[config.mk]
export PLATFORM = sky130hd
export DESIGN_NAME = scmc_ctrl
export DESIGN_NICKNAME = d
export VERILOG_FILES = /design/src/include/scmc_pkg.sv /design/src/logic/scmc_ctrl.sv /design/src/logic/scmc_sync.sv
export SDC_FILE = /design/constraint.sdc
export NUM_CORES = 1
export LEC_CHECK = 0
export ABC_AREA = 1
export BUFFER_PORTS_ARGS = -buffer_cell sky130_fd_sc_hd__buf_2
export CORE_AREA = 4 4 57 72
export DETAILED_ROUTE_END_ITERATION = 12
export DIE_AREA = 0 0 61 76
export GPL_ROUTABILITY_DRIVEN = 0
export SETUP_SLACK_MARGIN = 0.02
export SYNTH_ARGS = -nofsm -noshare
export SYNTH_HDL_FRONTEND = slang
export SYNTH_SLANG_ARGS = --single-unit
export TNS_END_PERCENT = 50
[constraint.sdc]
create_clock -name core_clk -period 2.65 [get_ports core_clk]
set_input_delay 0.3975 -clock core_clk [delete_from_list [all_inputs] [get_ports core_clk]]
set_output_delay 0.3975 -clock core_clk [all_outputs]
set_load 0.05 [all_outputs]
[src/include/scmc_pkg.sv]
/*
  Package for the stop-clock and management-interrupt sideband controller:
  state encodings, acknowledge codes, timing counts and carrier structs.
  Assumes a single core_clk domain at 10 MHz with synchronous reset.
*/
package scmc_pkg;

  // Power state machine, one-hot
  typedef enum logic [3:0] {
    SCMC_RUN   = 4'h1,
    SCMC_GRANT = 4'h2,
    SCMC_SLEEP = 4'h4,
    SCMC_FLOAT = 4'h8
  } scmc_pwr_t;

  // Acknowledge transaction codes placed on the bus request
  localparam logic [1:0] SCMC_ACK_NONE  = 2'h0;
  localparam logic [1:0] SCMC_ACK_MGMT  = 2'h1;
  localparam logic [1:0] SCMC_ACK_GRANT = 2'h2;

  // Synchroniser depth
  localparam int unsigned SCMC_SYNC_DEPTH = 2;

  // Unit clock enable field positions
  localparam int unsigned SCMC_UCLK_CORE = 0;
  localparam int unsigned SCMC_UCLK_BUS  = 1;
  localparam int unsigned SCMC_UCLK_IRQ  = 2;
  localparam int unsigned SCMC_UCLK_W    = 3;

  // Unit clock enable patterns: all on (reset and run), none (sleep), grant
  localparam logic [2:0] SCMC_UCLK_ALL  = 3'h7;
  localparam logic [2:0] SCMC_UCLK_NONE = 3'h0;
  localparam logic [2:0] SCMC_UCLK_GRNT = 3'h6;

  // Acknowledge transaction output to the bus interface
  typedef struct packed {
    logic       valid;     // Request pending
    logic [1:0] code;      // Acknowledge kind
  } scmc_ack_t;

  // Status toward the core
  typedef struct packed {
    logic       mgmt_operating_mode; // Core runs the management handler
    logic       save_state;          // Pulse: save execution state
    logic       fetch_handler;       // Pulse: redirect fetch to handler
    logic       snoop_en;            // Snoops honoured
    logic       irq_en;              // Interrupts serviced
    logic       outputs_float;       // All pins released
  } scmc_core_t;

endpackage

[src/logic/scmc_ctrl.sv]
/*
  Stop-clock and management-interrupt sideband controller. Synchronises the
  three active-low request pins, runs the power state machine, requests the
  acknowledge transactions and drives unit clock enables and core controls.
  Assumes the bus interface takes ack_req while ack_ready is high and that
  the clock gating cells sit outside, driven by unit_clk_en.
*/
`timescale 1ns/1ps
module scmc_ctrl (
  input  wire logic                   core_clk,
  input  wire logic                   reset,
  input  wire logic                   clk_en,
  input  wire logic                   sys_mgmt_irq_n,
  input  wire logic                   clock_halt_req_n,
  input  wire logic                   doze_req_n,
  input  wire logic                   mgmt_resume,
  input  wire logic                   ack_ready,
  output scmc_pkg::scmc_ack_t         ack_req,
  output scmc_pkg::scmc_core_t        core_ctl,
  output logic [scmc_pkg::SCMC_UCLK_W-1:0] unit_clk_en,
  output scmc_pkg::scmc_pwr_t         pwr_state
);

  // Synchronised request levels, active low
  logic mgmt_sync_n;
  logic halt_sync_n;
  logic doze_sync_n;

  // Whole module state
  typedef struct packed {
    scmc_pkg::scmc_pwr_t  pwr;        // Power state
    logic                 rst_d;      // Reset seen last cycle
    logic                 mgmt_prev;  // Previous synced management level
    logic                 mgmt_pend;  // Management acknowledge owed
    logic                 mgmt_hold;  // Management edge seen outside run
    logic                 grant_pend; // Grant acknowledge owed
    scmc_pkg::scmc_ack_t  ack;        // Acknowledge request
    scmc_pkg::scmc_core_t core;       // Core controls
    logic [scmc_pkg::SCMC_UCLK_W-1:0] uclk; // Unit clock enables
  } scmc_st_t;

  scmc_st_t st;
  scmc_st_t next_st;

  // Management request pin synchroniser; it keeps sampling through reset
  // so that a request held across reset release is seen on the first edge
  scmc_sync #(.RESET_VAL(1'b1)) u_sync_mgmt (
    .core_clk (core_clk),
    .reset    (1'b0),
    .clk_en   (clk_en),
    .async_in (sys_mgmt_irq_n),
    .sync_out (mgmt_sync_n)
  );

  // Stop-clock request pin synchroniser
  scmc_sync #(.RESET_VAL(1'b1)) u_sync_halt (
    .core_clk (core_clk),
    .reset    (reset),
    .clk_en   (clk_en),
    .async_in (clock_halt_req_n),
    .sync_out (halt_sync_n)
  );

  // Doze request pin synchroniser
  scmc_sync #(.RESET_VAL(1'b1)) u_sync_doze (
    .core_clk (core_clk),
    .reset    (reset),
    .clk_en   (clk_en),
    .async_in (doze_req_n),
    .sync_out (doze_sync_n)
  );

  // Next-state logic
  always_comb
  begin
    logic mgmt_edge;
    mgmt_edge = 1'b0;
    next_st   = st;
    // Pulses default low; levels carry over
    next_st.rst_d              = 1'b0;
    next_st.mgmt_prev          = ~mgmt_sync_n;
    next_st.core.save_state    = 1'b0;
    next_st.core.fetch_handler = 1'b0;
    // Asserting edge of the synchronised management level
    mgmt_edge = ~mgmt_sync_n & ~st.mgmt_prev;

    // Acknowledge handed off to the bus interface
    // A new one may be raised in the same cycle
    if (st.ack.valid && ack_ready)
    begin
      next_st.ack.valid = 1'b0;
      next_st.ack.code  = scmc_pkg::SCMC_ACK_NONE;
    end

    case (st.pwr)
      scmc_pkg::SCMC_RUN:
      begin
        // Request held through reset release floats the pins
        if (st.rst_d && !mgmt_sync_n)
        begin
          next_st.pwr                = scmc_pkg::SCMC_FLOAT;
          next_st.core.outputs_float = 1'b1;
        end
        else
        begin
          // Accept a fresh edge, or one held over from stop-grant or sleep
          if ((mgmt_edge || st.mgmt_hold) && !st.core.mgmt_operating_mode)
          begin
            next_st.mgmt_hold                = 1'b0;
            next_st.core.save_state          = 1'b1;
            next_st.core.mgmt_operating_mode = 1'b1;
            next_st.core.fetch_handler       = 1'b1;
            next_st.mgmt_pend                = 1'b1;
          end
          else if (mgmt_resume)
          begin
            next_st.core.mgmt_operating_mode = 1'b0;
          end
          // Stop-clock request moves to grant
          if (!halt_sync_n)
          begin
            next_st.pwr        = scmc_pkg::SCMC_GRANT;
            next_st.grant_pend = 1'b1;
            next_st.uclk       = scmc_pkg::SCMC_UCLK_GRNT;
          end
        end
      end
      scmc_pkg::SCMC_GRANT:
      begin
        // Bus and interrupt units keep clocks; snoops and irqs continue
        next_st.core.snoop_en = 1'b1;
        next_st.core.irq_en   = 1'b1;
        // A management edge here is held until the return to run
        if (mgmt_edge && !st.core.mgmt_operating_mode)
        begin
          next_st.mgmt_hold = 1'b1;
        end
        if (halt_sync_n)
        begin
          next_st.pwr  = scmc_pkg::SCMC_RUN;
          next_st.uclk = scmc_pkg::SCMC_UCLK_ALL;
        end
        else if (!doze_sync_n)
        begin
          next_st.pwr           = scmc_pkg::SCMC_SLEEP;
          next_st.uclk          = scmc_pkg::SCMC_UCLK_NONE;
          next_st.core.snoop_en = 1'b0;
          next_st.core.irq_en   = 1'b0;
        end
      end
      scmc_pkg::SCMC_SLEEP:
      begin
        // Only doze release acts while asleep; a management edge is held
        if (mgmt_edge && !st.core.mgmt_operating_mode)
        begin
          next_st.mgmt_hold = 1'b1;
        end
        if (doze_sync_n)
        begin
          next_st.pwr           = scmc_pkg::SCMC_GRANT;
          next_st.uclk          = scmc_pkg::SCMC_UCLK_GRNT;
          next_st.core.snoop_en = 1'b1;
          next_st.core.irq_en   = 1'b1;
        end
      end
      scmc_pkg::SCMC_FLOAT:
      begin
        // Held until the next reset
        // Owed acknowledges are not issued while floating
        next_st.core.outputs_float = 1'b1;
      end
      default:
      begin
        // Unknown code: recover to run
        next_st.pwr = scmc_pkg::SCMC_RUN;
      end
    endcase

    // Issue owed acknowledges, management first, when the slot is free
    // A freed slot is refilled at once, so acknowledges run back to back
    if (!next_st.ack.valid && !next_st.core.outputs_float)
    begin
      if (next_st.mgmt_pend)
      begin
        next_st.ack.valid = 1'b1;
        next_st.ack.code  = scmc_pkg::SCMC_ACK_MGMT;
        next_st.mgmt_pend = 1'b0;
      end
      else if (next_st.grant_pend)
      begin
        next_st.ack.valid  = 1'b1;
        next_st.ack.code   = scmc_pkg::SCMC_ACK_GRANT;
        next_st.grant_pend = 1'b0;
      end
    end
  end

  // Register state; core_clk itself is never gated here
  // Clock enable low freezes every field, synchronisers included
  always_ff @(posedge core_clk)
  begin
    if (reset)
    begin
      st                          <= '0;
      st.pwr                      <= scmc_pkg::SCMC_RUN;
      st.rst_d                    <= 1'b1;
      st.uclk                     <= scmc_pkg::SCMC_UCLK_ALL;
      st.core.snoop_en            <= 1'b1;
      st.core.irq_en              <= 1'b1;
    end
    else if (clk_en)
    begin
      st <= next_st;
    end
  end

  // Outputs straight from state flops
  assign ack_req     = st.ack;
  assign core_ctl    = st.core;
  assign unit_clk_en = st.uclk;
  assign pwr_state   = st.pwr;

endmodule

[src/logic/scmc_sync.sv]
/*
  Two-flop level synchroniser for one asynchronous sideband pin.
  Assumes core_clk, synchronous active-high reset and a clock enable.
*/
`timescale 1ns/1ps
module scmc_sync #(
  parameter logic RESET_VAL = 1'b1
) (
  input  wire logic core_clk,
  input  wire logic reset,
  input  wire logic clk_en,
  input  wire logic async_in,
  output logic      sync_out
);

  // Both stages in one packed state
  typedef struct packed {
    logic meta;   // First stage, read only by second
    logic stable; // Second stage
  } scmc_sync_st_t;

  scmc_sync_st_t st;
  scmc_sync_st_t next_st;

  // Shift the pin through two flops
  always_comb
  begin
    next_st        = st;
    next_st.meta   = async_in;
    next_st.stable = st.meta;
  end

  // Register state
  always_ff @(posedge core_clk)
  begin
    if (reset)
    begin
      st <= {RESET_VAL, RESET_VAL};
    end
    else if (clk_en)
    begin
      st <= next_st;
    end
  end

  assign sync_out = st.stable;

endmodule

### Yosys cells after proc, flatten, opt, wreduce, memory -nomap -nowiden

Index checks and enable logic that the tools add are counted.

| word-level totals | value |
|---|---|
| flip-flop bits (word level) | 27 |
| bits of input ports | 8 |
| output and inout bits | 16 |
| word-level logic and storage cells | 93 |

| operators by class | value |
|---|---|
| equality and inequality tests | 11 |
| mux-type cells | 36 |
| bitwise operators | 5 |
| reductions and logical operators | 20 |

Operator list:

| kind | number |
|---|---|
| two-way mux 3 bit | 9 |
| two-way mux 4 bit | 6 |
| one-hot mux 4 bit (4 select lines) | 1 |
| two-way mux 2 bit | 7 |
| AND reduction 5 bit | 2 |
| two-way mux 1 bit | 9 |
| one-hot mux 3 bit (3 select lines) | 1 |
| != test 2 bit (second input constant) | 3 |
| != test 3 bit (second input constant) | 2 |
| AND reduction 6 bit | 1 |
| nonzero test 2 bit | 3 |
| logical AND 1 bit | 5 |
| equality test 4 x 1 -> 1 bit (second input constant) | 1 |
| equality test 4 x 2 -> 1 bit (second input constant) | 1 |
| equality test 4 x 3 -> 1 bit (second input constant) | 1 |
| equality test 4 bit (second input constant) | 1 |
| logical NOT 1 bit | 4 |
| != test 2 x 1 -> 1 bit (second input constant) | 2 |
| NOT 1 bit | 4 |
| one-hot mux 1 bit (2 select lines) | 2 |
| one-hot mux 2 bit (2 select lines) | 1 |
| AND reduction 4 bit | 1 |
| AND reduction 3 bit | 1 |
| nonzero test 3 bit | 1 |
| other kinds (3) | 3 |

### Logic depth before layout (Yosys ltp)

| logic depth | value |
|---|---|
| word-level depth | 10 |
| gate-level depth with buffers | 11 |
| depth with buffers taken out | 11 |

### Cells and area by module

A second synthesis with hierarchy kept.

| second synthesis, totals | value |
|---|---|
| cell total of the unflattened synthesis | 186 |
| area total of the unflattened synthesis | 1325.0 um2 |

By module, submodules not included:

| module | times used | cells an instance | area an instance (um2) | seq. area each (um2) |
|---|---|---|---|---|
| scmc_ctrl | 1 | 156 | 1107.3 | 360.3 |
| scmc_sync | 3 | 10 | 72.6 | 40.0 |

### Least setup slack after synthesis

Ideal clock, no wire load.

| timing | value |
|---|---|
| path kind | input to register |
| start point | input port clk_en |
| end point | register st (netlist bit pwr_state[1]) |
| setup time | 0.116 ns |
| arrival | 1.188 ns |
| required time | 2.534 ns |
| slack | 1.346 ns |
| stages on the path | 8 |
| path buffers | 1 |
| cells stage by stage | clkbuf_1 > nand2_1 > inv_1 > o21ai_2 > nor2_2 > inv_1 > nor2_1 > nor2_1 |

| between the ends | value |
|---|---|
| word-level cells in the longest chain between the ends | 1 |

Ends and longest elaborated chain:

| item | line | source |
|---|---|---|
| start: declaration | scmc_ctrl.sv:12 | `input wire logic clk_en,` |
| AND reduction 5 bit (no line) | -- |  |
| end signal: assignment | scmc_ctrl.sv:213 | `st <= next_st;` |
| end: declaration | scmc_ctrl.sv:42 | `scmc_st_t st;` |

Every way passes these cells.
A chain may end at the register's enable or synchronous reset.

### Worst setup path in the final report

| timing | value |
|---|---|
| start point | register st (netlist bit pwr_state[1]) |
| end point | register st (netlist bit unit_clk_en[1]) |

| between the ends | value |
|---|---|
| word-level cells in the longest chain between the ends | 3 |
| elaborated cells between the ends (all ways) | 10 |
| those cells by class | eq/ne (7); mux (1); reduce/logical (2) |

Ends and longest elaborated chain:

| item | line | source |
|---|---|---|
| equality test 4 x 2 -> 1 bit (tied with other cells) | scmc_ctrl.sv:95 | `case (st.pwr)` |
| != test 3 bit (no line) (tied with other cells) | -- |  |
| AND reduction 6 bit (no line) | -- |  |

Parallel ways exist; a longest one is shown, timed or not.

==> reports/results.txt <==
The run finished with clean final reports. STA classifies the critical path endpoint as a flip-flop. The tree is rooted in a sky130_fd_sc_hd__clkbuf_8. The power share of the sequential group is 39.8%, and the area of the die is 4640 um^2. Summed over all layers, the routed wires come to 2420 um. The tools report the number of antenna violations at the first check in global routing as 0. The path with the worst hold slack has its endpoint at u_sync_mgmt.next_st[0].

Setup violations remaining at the end of the flow were counted as 0. The delay of the slowest critical-path stage was 0.38 ns. The class of the worst hold path is primary input to flip-flop. In this run the critical register-to-register path is launched from pwr_state[1]. Synthesis produced a netlist whose cell count is 172.

The vertical die dimension was 76 um. Antenna diode count: 0. The core region is 3420 um^2.

After the last flow step, the layout net total stands at 188. The largest fanout on the critical path is 6, and the final max-slew violation count is 0. In this run the static leakage power is 0.628 nW. Counting I/O delays and the setup requirement, the final critical path takes 1.45 ns. The clock network accounts for 29.2% of the total power.

The detailed router finished its first iteration with 32 violations. The tools report the via count of the first global-routing pass as 930. Cell with the biggest individual delay on the critical path: sky130_fd_sc_hd__dfxtp_1. The worst register-to-register path ends at unit_clk_en[1]. The total DRC errors in the routed layout was 0; the reg2reg setup slack was 1.20 ns.

The count of antenna-violating nets left after detailed routing is 0. The number of max-cap violations came out at 0. Once detailed placement completed, the half-perimeter wirelength came to 1860 um. The worst hold path begins at sys_mgmt_irq_n. In this run switching power makes up 36.2% of total power. CTS saw 24 sinks. The final route contains 1,028 vias. For the clock latency on the worst-skew pair, the log shows 0.27 ns. Setup repair after global routing left no endpoint under its margin. Traced cell by cell, the critical path runs through nor2_2, nand3_1, nand2_2, inv_2, nand2_1, nand2_1, nor2_2, inv_1, nand2_1, nand3_1. After global routing the overflow that remains totals 0. IR analysis of the VDD net gives a maximum drop of 0.388 mV.

Combinational cells account for 31.0% of the total power. Entering global routing, the biggest net connects 20 pins. For the fraction of the yosys area taken by sequential cells, the log shows 40.7%. Clock skew on the completed layout was measured at 0.00506 ns. The number of hold violations in the final report was 0; the global-route wire length before repair was 4080 um. Of the cells placed in the final design, the portion with a size suffix greater than 1 is 22.3%. The growth of design area from synthesis to finish came out at 8.04%.

The worst max-slew margin expressed relative to the limit was 68.5%. Summing every instance area after synthesis gives 1230 um^2. Hold buffer count at cts: 0. Averaged over all synthesized cells, the footprint is 7.14 um^2. The number of stages on the worst hold path is 1. The run gives 1 as the number of H-tree levels. During placement, the flow inserted port buffers numbering 23.

The startpoint kind of the worst setup timing path was a flip-flop. The number of cell instances on the worst register-to-register path was 10; the total number of yosys warnings was 0. In the routed layout, each cell is associated on average with a via count of 4.72. sky130_fd_sc_hd__dfxtp_1 takes more of the synthesized area than any other cell. The critical path starts at pwr_state[1]. Library cell appearing most often on the critical path: sky130_fd_sc_hd__nand2_1.

No sink is reached through more buffers than the 2 on the longest clock path. The final cycle utilization of the critical path was 54.7%. Type of the worst setup path: flip-flop to flip-flop. For the starting density of the core, the log shows 35.9%. The tools report the post-CTS resize count as 0.

TritonCTS built the clock tree. The analysis attributes to net switching a power of 0.395 mW. The design draws 1.09 mW.

After floorplanning, the core was divided into 24 placement rows. Hold is met by 0.305 ns. The number of nets in the synthesized netlist is 180. The floorplan die width is 61 um. For the pin with the worst max-slew slack, the measured transition is 0.471 ns.

The number of distinct library cell variants in the gate-level netlist after synthesis is 23, and the required arrival time at the worst endpoint is 2.79 ns. The run gives 0.696 mW as the internal portion of total power. In this run the power density over the cells is 822 nW/um^2. For the total negative slack for setup checks, the log shows 0 ns. The final-layout fill cell count was 386; the area share of the largest cell type after synthesis was 35.8%.

The tools report the maximum operating frequency as 690 MHz. The tools report the I/O pin total as 24. In this run the post-CTS setup repair buffer count came out at 0. The mean routed wirelength per cell is 11.1 um, and the register bit count reported by yosys is 24. The total track usage is 11.1%.

Clock slew at the register clock pins of the worst setup and hold paths: 0.09 ns. By area the synthesized netlist is led by sky130_fd_sc_hd__dfxtp_1 (36%), sky130_fd_sc_hd__nand2_1 (12%), sky130_fd_sc_hd__buf_4 (9.8%). For the number of buffers created by CTS, the log shows 3. At the worst endpoint, the arrival time is 1.59 ns.

The number of search-and-repair iterations in the first detailed-routing pass is 4.
Yosys cell counts:
| cell | count |
|---|---|
| sky130_fd_sc_hd__inv_1 | 17 |
| sky130_fd_sc_hd__nand2_2 | 2 |
| sky130_fd_sc_hd__inv_2 | 2 |
| sky130_fd_sc_hd__clkbuf_1 | 3 |
| sky130_fd_sc_hd__o21ai_2 | 1 |
| sky130_fd_sc_hd__nand4_1 | 4 |
| sky130_fd_sc_hd__nand3_1 | 10 |
| sky130_fd_sc_hd__buf_4 | 16 |
| sky130_fd_sc_hd__o21ai_0 | 15 |
| sky130_fd_sc_hd__nor2_1 | 11 |
| sky130_fd_sc_hd__nand3_2 | 2 |
| sky130_fd_sc_hd__nand2_1 | 40 |
| sky130_fd_sc_hd__nor2_2 | 5 |
| sky130_fd_sc_hd__a21oi_1 | 12 |
| sky130_fd_sc_hd__and2_1 | 1 |
| sky130_fd_sc_hd__o31ai_1 | 1 |
| sky130_fd_sc_hd__buf_2 | 1 |
| sky130_fd_sc_hd__a21oi_2 | 1 |
| sky130_fd_sc_hd__o211ai_1 | 1 |
| sky130_fd_sc_hd__a31oi_1 | 2 |
| sky130_fd_sc_hd__clkinv_1 | 1 |
| sky130_fd_sc_hd__edfxtp_1 | 2 |
| sky130_fd_sc_hd__dfxtp_1 | 22 |
worst max-delay path: cells and delay by family, from the launching register on:
| family | cells | cell delay, ns |
|---|---|---|
| flops | 1 | 0.38 |
| buf+inv | 2 | 0.11 |
| simple gates | 8 | 0.84 |
power groups by stage:
stage	combinational [mW]	clock, mW	sequential [mW]
after floorplan	0.318	0	0.437
after global placement	0.342	0	0.444
after detailed placement	0.341	0	0.444
after CTS	0.341	0.331	0.436
after global routing	0.378	0.340	0.441
final	0.338	0.319	0.435
cells in the final DEF, fill, tap and decap left out, types with 3 or more instances in the layout:
cell and count:
sky130_fd_sc_hd__a21oi_1 12, sky130_fd_sc_hd__buf_2 23, sky130_fd_sc_hd__clkbuf_8 3, sky130_fd_sc_hd__dfxtp_1 22, sky130_fd_sc_hd__inv_1 17, sky130_fd_sc_hd__nand2_1 40
sky130_fd_sc_hd__nand3_1 10, sky130_fd_sc_hd__nand4_1 4, sky130_fd_sc_hd__nor2_1 11, sky130_fd_sc_hd__nor2_2 5, sky130_fd_sc_hd__o21ai_0 15
logic make-up (layout without fill, tap and decap cells):
| group | after synthesis | count (layout) | synth area share (%) |
|---|---|---|---|
| buffers and inverters | 40 | 47 | 17.2 |
| DFF | 24 | 24 | 40.7 |
| and+or+nand+nor | 75 | 75 | 27.4 |
| AOI/OAI and AO/OA | 33 | 33 | 14.7 |
layer usage:
metal	track usage, %	wire (um)	vias to the layer above
met5	0	0	-
met4	3.25	27	0
met3	2.03	102	4
met2	18.3	1180	20
met1	14.2	1110	445
li1	-	-	559
final cells by class:
type,instances,area (um^2),area share [%]
multi-input cells,108,517,38.9
flip-flops and latches,24,500,37.7
repair buffers,23,115,8.67
inverters,20,75.1,5.66
well taps,39,48.8,3.68
clock buffers,3,41.3,3.11
clock inverters,1,30.0,2.26
sequential cells by signal, summed over array words and instances, names as in the netlist:
register / count
u_sync_halt.next_st: 1
u_sync_mgmt.sync_out: 1
u_sync_doze.sync_out: 1
unit_clk_en: 2
u_sync_mgmt.next_st: 1
u_sync_doze.next_st: 1
u_sync_halt.sync_out: 1
pwr_state: 4
core_ctl: 4
ack_req: 3
st: 5
worst max path at each step:
stage / end / slack [ns] / cells after the start
global placement: pwr_state[1] / 1.05 / 8
finish: unit_clk_en[1] / 1.20 / 10
CTS: unit_clk_en[0] / 1.18 / 10
global route: unit_clk_en[1] / 0.99 / 10
detailed placement: pwr_state[1] / 1.05 / 8
floorplan: pwr_state[1] / 1.35 / 8
through the flow:
stage | std cells | setup slack, ns | cell area [um^2] | utilization (%)
global route | 218 | 0.991 | 1330 | 38.8
finish | 218 | 1.20 | 1330 | 38.8
floorplan | 172 | 1.35 | 1230 | -
detailed placement | 214 | 1.05 | 1260 | 36.7
global placement | 214 | 1.05 | 1260 | 36.7
CTS | 218 | 1.18 | 1330 | 38.8
Power figures use the tool's default switching activity.
